==> src/pkg/afc_pkg.sv <==
// constants for the serial frame and conversion sequencer
// assumes one 40 mhz system clock samples all serial pins
package afc_pkg;
  localparam int          RESULT_W    = 12;    // result width
  localparam int          CNT_W       = 5;     // edge counter width
  localparam int          CTRL_W      = 8;     // control word width
  localparam int          CH_W        = 3;     // channel code width
  localparam int          CH_LSB      = 3;     // channel code low bit
  localparam int          SYNC_N      = 3;     // synchronised pins
  localparam logic [4:0]  CONV_EDGES  = 5'h10; // edges per conversion
  localparam logic [4:0]  TRACK_LAST  = 5'h03; // last tracking fall
  localparam logic [4:0]  HOLD_FALL   = 5'h04; // fall entering hold
  localparam logic [4:0]  CTRL_RISES  = 5'h08; // rises carrying control
  localparam logic [4:0]  CNT_ONE     = 5'h01; // counter step
  localparam logic [4:0]  CNT_ZERO    = 5'h00; // counter clear
  localparam logic [7:0]  CTRL_RST    = 8'h00; // control reset value
  localparam logic [2:0]  CH_RST      = 3'h0;  // analog_input_zero
  localparam logic [11:0] RES_RST     = 12'h000; // result reset value
  localparam int          PIN_CS      = 0;     // sync index chip select
  localparam int          PIN_SCLK    = 1;     // sync index serial clock
  localparam int          PIN_DIN     = 2;     // sync index control in
  localparam logic [2:0]  PIN_RST     = 3'h1;  // pin levels at reset, select high, clock low
  localparam int          SCLK_NS     = 200;   // bench serial clock period
  localparam int          CLK_NS      = 25;    // system clock period
  typedef enum logic [1:0] {
    AFC_IDLE,
    AFC_WAIT_FALL,
    AFC_CONVERT
  } afc_state_t;
endpackage

==> src/rtl/afc_frame_ctrl.sv <==
// serial frame and conversion sequencer of the converter
// assumes the analog core presents its result on conv_result
`timescale 1ns/100ps
module afc_frame_ctrl
  import afc_pkg::*;
(
  input  wire logic                         clk,         // system clock
  input  wire logic                         resetn,      // sync, active low
  input  wire logic                         cs_n,        // chip select pin
  input  wire logic                         sclk,        // serial clock pin
  input  wire logic                         din,         // control input
  input  wire logic [afc_pkg::RESULT_W-1:0] conv_result, // core result
  output logic                              dout,        // result output
  output logic                              dout_oe_n,   // low drives dout
  output logic [afc_pkg::CH_W-1:0]          mux_sel,     // input channel
  output logic                              track_en,    // sampling input
  output logic                              hold_en,     // hold/convert
  output logic                              powered_up   // core powered
);
  import afc_pkg::*;

  logic [SYNC_N-1:0] p_lvl, p_rise, p_fall;   // synchronised pins
  afc_state_t           st_ff, nxt_st;        // frame state
  logic [CNT_W-1:0]     fall_ff, nxt_fall;    // falls in conversion
  logic [CNT_W-1:0]     rise_ff, nxt_rise;    // rises in conversion
  logic [CTRL_W-1:0]    ctrl_ff, nxt_ctrl;    // channel_select_control
  logic [CH_W-1:0]      pend_ff, nxt_pend;    // code for next conversion
  logic [CH_W-1:0]      chan_ff, nxt_chan;    // code in use
  logic [RESULT_W-1:0]  res_ff, nxt_res;      // result shifter
  logic                 dout_ff, nxt_dout;    // output bit
  logic                 oe_n_ff, nxt_oe_n;    // output enable, low drives
  logic                 trk_ff, nxt_trk;      // tracking
  logic                 hld_ff, nxt_hld;      // holding
  logic                 pwr_ff, nxt_pwr;      // powered

  // pins cross into clk domain
  afc_pin_sync #(
    .N       (SYNC_N),
    .RST_LVL (PIN_RST)
  ) u_sync (
    .clk    (clk),
    .resetn (resetn),
    .pin_in ({din, sclk, cs_n}),
    .lvl    (p_lvl),
    .rise   (p_rise),
    .fall   (p_fall)
  );

  // next state of the sequencer
  always_comb begin
    logic [CNT_W-1:0]  k;    // number of the edge in hand
    logic [CTRL_W-1:0] sh;   // control word after shift
    k        = CNT_ZERO;
    sh       = ctrl_ff;
    nxt_st   = st_ff;
    nxt_fall = fall_ff;
    nxt_rise = rise_ff;
    nxt_ctrl = ctrl_ff;
    nxt_pend = pend_ff;
    nxt_chan = chan_ff;
    nxt_res  = res_ff;
    nxt_dout = dout_ff;
    nxt_oe_n = oe_n_ff;
    nxt_trk  = trk_ff;
    nxt_hld  = hld_ff;
    nxt_pwr  = pwr_ff;
    case (st_ff)
      AFC_IDLE: begin
        // frame opens on chip select fall
        if (p_fall[PIN_CS]) begin
          nxt_oe_n = 1'b0;
          nxt_dout = 1'b0;
          nxt_fall = CNT_ZERO;
          nxt_rise = CNT_ZERO;
          if (!p_lvl[PIN_SCLK]) begin
            // clock already low or falling now is fall one
            nxt_st   = AFC_CONVERT;
            nxt_fall = CNT_ONE;
            nxt_trk  = 1'b1;
            nxt_pwr  = 1'b1;
          end else begin
            nxt_st   = AFC_WAIT_FALL;
          end
        end
      end
      AFC_WAIT_FALL: begin
        if (p_rise[PIN_CS]) begin
          nxt_st = AFC_IDLE;
        end else if (p_fall[PIN_SCLK]) begin
          // first clock fall starts tracking
          nxt_st   = AFC_CONVERT;
          nxt_fall = CNT_ONE;
          nxt_trk  = 1'b1;
          nxt_pwr  = 1'b1;
        end
      end
      AFC_CONVERT: begin
        if (p_rise[PIN_CS]) begin
          nxt_st = AFC_IDLE;
        end else if (p_fall[PIN_SCLK]) begin
          k        = fall_ff + CNT_ONE;
          nxt_fall = k;
          if (k <= TRACK_LAST) begin
            // tracking falls, leading zeros; fall one restarts
            nxt_trk  = 1'b1;
            nxt_hld  = 1'b0;
            nxt_pwr  = 1'b1;
            nxt_dout = 1'b0;
          end else if (k == HOLD_FALL) begin
            // sample is held, straight binary result taken
            nxt_trk  = 1'b0;
            nxt_hld  = 1'b1;
            nxt_res  = conv_result;
            nxt_dout = 1'b0;
          end else begin
            // result bits, msb first
            nxt_dout = res_ff[RESULT_W-1];
            nxt_res  = {res_ff[RESULT_W-2:0], 1'b0};
            if (k == CONV_EDGES) begin
              nxt_hld = 1'b0;
              nxt_pwr = 1'b0;
            end
          end
        end else if (p_rise[PIN_SCLK]) begin
          k        = rise_ff + CNT_ONE;
          nxt_rise = k;
          if (k <= CTRL_RISES) begin
            // control word shifted in, msb first
            sh       = {ctrl_ff[CTRL_W-2:0], p_lvl[PIN_DIN]};
            nxt_ctrl = sh;
            if (k == CTRL_RISES) begin
              nxt_pend = sh[CH_LSB+CH_W-1:CH_LSB];
            end
          end
          if (k == CONV_EDGES) begin
            // conversion done: next fall is fall one
            nxt_chan = pend_ff;
            nxt_fall = CNT_ZERO;
            nxt_rise = CNT_ZERO;
          end
        end
      end
      default: begin
        nxt_st = AFC_IDLE;
      end
    endcase
    if (nxt_st == AFC_IDLE) begin
      // outside a frame: released, unpowered, clock ignored
      nxt_oe_n = 1'b1;
      nxt_dout = 1'b0;
      nxt_trk  = 1'b0;
      nxt_hld  = 1'b0;
      nxt_pwr  = 1'b0;
      nxt_fall = CNT_ZERO;
      nxt_rise = CNT_ZERO;
    end
  end

  // sequencer registers; channel keeps its code across frames
  always_ff @(posedge clk) begin
    if (!resetn) begin
      st_ff   <= AFC_IDLE;
      fall_ff <= CNT_ZERO;
      rise_ff <= CNT_ZERO;
      ctrl_ff <= CTRL_RST;
      pend_ff <= CH_RST;
      chan_ff <= CH_RST;
      res_ff  <= RES_RST;
      dout_ff <= 1'b0;
      oe_n_ff <= 1'b1;
      trk_ff  <= 1'b0;
      hld_ff  <= 1'b0;
      pwr_ff  <= 1'b0;
    end else begin
      st_ff   <= nxt_st;
      fall_ff <= nxt_fall;
      rise_ff <= nxt_rise;
      ctrl_ff <= nxt_ctrl;
      pend_ff <= nxt_pend;
      chan_ff <= nxt_chan;
      res_ff  <= nxt_res;
      dout_ff <= nxt_dout;
      oe_n_ff <= nxt_oe_n;
      trk_ff  <= nxt_trk;
      hld_ff  <= nxt_hld;
      pwr_ff  <= nxt_pwr;
    end
  end

  // outputs straight from flip-flops
  assign dout       = dout_ff;
  assign dout_oe_n  = oe_n_ff;
  assign mux_sel    = chan_ff;
  assign track_en   = trk_ff;
  assign hold_en    = hld_ff;
  assign powered_up = pwr_ff;
endmodule

==> src/rtl/afc_pin_sync.sv <==
// three stage pin synchroniser with level filter and edge pulses
// assumes pins are asynchronous to clk; reset levels are constants
`timescale 1ns/100ps
module afc_pin_sync #(
  parameter int         N       = 3,    // number of pins
  parameter logic [2:0] RST_LVL = 3'h0  // filtered level at reset
) (
  input  wire logic         clk,     // system clock
  input  wire logic         resetn,  // sync reset, active low
  input  wire logic [N-1:0] pin_in,  // raw pin levels
  output logic      [N-1:0] lvl,     // filtered level
  output logic      [N-1:0] rise,    // one cycle on accepted rise
  output logic      [N-1:0] fall     // one cycle on accepted fall
);
  genvar g;
  generate
    for (g = 0; g < N; g++) begin : g_pin
      logic s1_ff, s2_ff, s3_ff;           // synchroniser chain
      logic lvl_ff, rise_ff, fall_ff;      // filtered state
      logic nxt_lvl, nxt_rise, nxt_fall;   // next values
      // accept a change once stages two and three agree
      always_comb begin
        nxt_lvl  = lvl_ff;
        nxt_rise = 1'b0;
        nxt_fall = 1'b0;
        if ((s2_ff == s3_ff) && (s3_ff != lvl_ff)) begin
          nxt_lvl  = s3_ff;
          nxt_rise = s3_ff;
          nxt_fall = ~s3_ff;
        end
      end
      // register chain and filtered level
      always_ff @(posedge clk) begin
        if (!resetn) begin
          s1_ff   <= RST_LVL[g];
          s2_ff   <= RST_LVL[g];
          s3_ff   <= RST_LVL[g];
          lvl_ff  <= RST_LVL[g];
          rise_ff <= 1'b0;
          fall_ff <= 1'b0;
        end else begin
          s1_ff   <= pin_in[g];
          s2_ff   <= s1_ff;
          s3_ff   <= s2_ff;
          lvl_ff  <= nxt_lvl;
          rise_ff <= nxt_rise;
          fall_ff <= nxt_fall;
        end
      end
      assign lvl[g]  = lvl_ff;
      assign rise[g] = rise_ff;
      assign fall[g] = fall_ff;
    end
  endgenerate
endmodule

==> config.mk <==
export PLATFORM = sky130hd
export DESIGN_NAME = afc_frame_ctrl
export DESIGN_NICKNAME = d
export VERILOG_FILES = /design/src/pkg/afc_pkg.sv /design/src/rtl/afc_frame_ctrl.sv /design/src/rtl/afc_pin_sync.sv
export SDC_FILE = /design/constraint.sdc
export NUM_CORES = 1
export LEC_CHECK = 0
export BUFFER_PORTS_ARGS = -buffer_cell sky130_fd_sc_hd__buf_2
export CAP_MARGIN = 25
export CORE_MARGIN = 2
export CORE_UTILIZATION = 59
export CTS_CLUSTER_DIAMETER = 200
export DETAILED_ROUTE_END_ITERATION = 10
export PLACE_DENSITY_LB_ADDON = 0.25
export SLEW_MARGIN = 5
export SYNTH_ARGS = -nofsm -noshare
export SYNTH_HDL_FRONTEND = slang
export SYNTH_SLANG_ARGS = --single-unit
==> constraint.sdc <==
create_clock -name clk -period 2.09 [get_ports clk]
set_input_delay 0.1045 -clock clk [delete_from_list [all_inputs] [get_ports clk]]
set_output_delay 0.1045 -clock clk [all_outputs]
set_load 0.03 [all_outputs]
==> impl_metrics.py <==
metrics = {
    "logic_synthesis": {
        "synth-seq-cells": 56,
        "synth.distinct_cells": 56,
        "avgSynthCellArea_um2": 9.330,
        "synth-seq-area-share": 0.4129,
        "synth_top_area_share": 0.4129,
        "synthFlopType": "dfxtp_1",
        "synth_edf_count": 0,
        "syn-num-nets": 316,
        "ys_async_sr_fraction": 0,
        "synthTopCellsByArea": "dfxtp_1, mux2i_1, a21oi_1, nor2b_1, ha_1",
        "syn_inst": 291,
        "syn_area_um2": 2715,
        "yosys_warnings": 0,
        "synth_top_area_cell": "dfxtp_1",
    },
    "clocking": {
        "clockRootBuffer": "clkbuf_8",
        "htreeDepth": 2,
        "cts_tree": "done",
        "clkTransAtPathRegs_ns": 0.11,
        "clock_latency_ns": 0.31,
        "numCtsBuffers": 5,
        "cts_buffer_depth": 2,
        "clock-sinks": 56,
    },
    "sta": {
        "tightest_slew_ns": 0.4250,
        "setup_viol": 0,
        "hold_violations": 0,
        "grt_setup_unrepaired": "no",
        "hold_slack_ns": 0.03874,
        "fmax_ghz": 0.5159,
        "skew_ns": 0.007195,
        "setup_slack_ns": 0.1516,
        "min_period_ns": 1.938,
        "slew_viol_final": 0,
        "min_period_over_period": 0.9275,
        "maxSlewHeadroom": 0.7157,
        "tns_ns": 0,
    },
    "routing": {
        "routed_wl_mm": 4.854,
        "routedWlPerCell_um": 13.15,
        "vias": 2086,
        "avgViaCountPerCell": 5.653,
        "route.detailed.drc": 0,
        "ant_nets": 0,
        "drtIter0Drc": 143,
        "drt_pre_antenna_iters": 4,
    },
    "placed_design": {
        "placed_cell_area_um2": 2859,
        "dpl_worst_slack_ns": 0.1100,
        "routabilityCongestion": 0.9034,
        "place_hpwl_mm": 3.372,
        "portBuffers": 24,
        "dp_cells": 358,
    },
    "worst_setup_path": {
        "end_kind": "flop",
        "cpPeakStageDelay_ns": 0.42,
        "worst_setup_path_start_kind": "flop",
        "r2r_slack_ns": 0.15,
        "cp_max_fo": 20,
        "cp_cell_sequence": "inv_1 > ha_1 > o32a_1 > a31oi_4 > buf_12 > o21ai_1 > a21oi_1",
        "r2r-end": "res_ff[8]$_SDFFE_PN0P_",
        "r2r-start": "fall_ff[0]$_SDFFE_PP0P_",
        "crit_required_ns": 2.34,
        "crit_type": "reg -> reg",
        "reg2regPathDepth": 7,
        "worstPathArrival_ns": 2.19,
        "critPathSlowestCell": "o32a_1",
    },
    "floorplanning": {
        "die_h_um": 71.84,
        "die_w_um": 71.84,
        "ios": 25,
        "rows": 24,
        "dieArea_um2": 5160,
        "core_um2": 4384,
        "initial_core_util": 0.6193,
    },
    "worst_hold_path": {
        "min_to": "res_ff[0]$_SDFFE_PN0P_",
        "hold-path-cell-count": 3,
        "min_from": "conv_result[0]",
        "hold_class": "in -> reg",
    },
    "grt": {
        "grt_use_total": 0.2012,
        "grt_max_degree": 38,
        "grt_pass1_wl_mm": 8.355,
        "globalRoute.totalOverflow": 0,
        "grt_pass1_vias": 1953,
        "antenna_found_initial": 0,
    },
    "pwr": {
        "p_leak_nw": 1.086,
        "powerDensity_nw_per_um2": 586.3,
        "vdd_drop_max_uv": 613.2,
        "p_total_mw": 1.753,
    },
    "finish": {
        "final_cell_mix": "dfxtp_1, a21oi_1, buf_2",
        "drive_gt1_frac": 0.1546,
        "fin_cells": 369,
        "syn2layout_area_growth_pct": 10.14,
        "final_nets": 341,
        "antenna_cells": 0,
        "final_common_cell": "dfxtp_1",
        "final_cell_area_um2": 2990,
        "fin_util": 0.6821,
    },
    "run_status": {
        "status": "completed",
    },
    "job": {
        "drv_cap": 0,
    },
}
## sequential cells by signal, summed over array words and instances, names as in the netlist, 3 cells and up
name,count
res_ff,12
rise_ff,5
mux_sel,3
u_sync.g_pin.lvl_ff,3
ctrl_ff,5
u_sync.g_pin.s2_ff,3
fall_ff,5
u_sync.g_pin.s3_ff,3
pend_ff,3
u_sync.g_pin.s1_ff,3
## metal layers
layer / wire length (um) / part of all wire / up-vias / track usage
met5: 0 / 0 / - / 0
met4: 56 / 0.012 / 0 / 0.07338
met3: 175 / 0.036 / 5 / 0.03657
met2: 2225 / 0.46 / 37 / 0.3282
met1: 2396 / 0.49 / 962 / 0.2676
li1: - / - / 1082 / -
## critical path, delay by kind of cell, from the launching register on
kind,cells,cell delay [ns]
buffers and inverters,2,0.26
adders and majority gates,1,0.30
AOI/OAI and AO/OA,4,0.90
DFF,1,0.41
## cells in the mapped netlist (2+ instances only)
cell type   n
a22oi_1     2
a21o_1      3
nand2b_1    8
nor3_1      4
buf_6       3
a211oi_1    4
a21boi_0    2
nand3_1    10
or2_1       2
clkbuf_1    4
buf_4       2
buf_2       4
inv_1       7
nor2_1     11
o21ai_0    13
nor2b_1    17
a211o_1     2
nand2_1    20
mux2i_1    23
xor2_1      2
or3_1       3
xnor2_1     2
ha_1        8
dfxtp_1    56
and2_1      9
nor3b_1     2
nor4bb_1    2
a21oi_1    24
o211ai_1    2
o21ai_1    14
## logic make-up (layout without fill, tap and decap cells)
kind of cell | count (synthesis) | after routing | share of synthesized area
muxes | 23 | 23 | 0.08479
and+or+nand+nor | 97 | 97 | 0.2101
xor gates and xnor gates | 4 | 4 | 0.01291
buffers and inverters | 22 | 48 | 0.04931
AOI/OAI and AO/OA | 81 | 81 | 0.1931
adders and majority gates | 8 | 8 | 0.03687
DFF | 56 | 56 | 0.4129
## layout make-up
| type | instances | area (um2) |
|---|---|---|
| sequential | 56 | 1122 |
| timing repair buffer | 32 | 212.7 |
| clock buffer | 5 | 68.82 |
| multi-input combinational | 213 | 1463 |
| tap | 52 | 65.06 |
| fill | 353 | 1394 |
| inverter | 8 | 30.03 |
| clock inverter | 3 | 28.78 |
## repair_timing
| action | 4_1_cts | 5_1_grt |
|---|---|---|
| resized for setup | 0 | 2 |
| endpoints found under the setup margin | 0 | 11 |
| hold endpoints to repair | 3 | 0 |
| hold buffers | 3 | 0 |
| buffers inserted | 0 | 0 |
## worst max-delay path by stage
stage | start | end | slack (ns)
floorplan | fall_ff[0]$_SDFFE_PP0P_ | res_ff[2]$_SDFFE_PN0P_ | 0.34
global placement | fall_ff[0]$_SDFFE_PP0P_ | res_ff[5]$_SDFFE_PN0P_ | 0.18
detailed placement | fall_ff[0]$_SDFFE_PP0P_ | res_ff[8]$_SDFFE_PN0P_ | 0.11
CTS | fall_ff[0]$_SDFFE_PP0P_ | res_ff[8]$_SDFFE_PN0P_ | 0.06
global route | st_ff[1]$_SDFF_PN0_ | fall_ff[2]$_SDFFE_PP0P_ | 0.003
finish | fall_ff[0]$_SDFFE_PP0P_ | res_ff[8]$_SDFFE_PN0P_ | 0.15
## report_power, final
group	internal, mW	switching (mW)
clock network	0.254	0.379
logic	0.0251	0.0181
registers	1.07	0.00386
total	1.35	0.401
(Power assumes the default switching activity.)
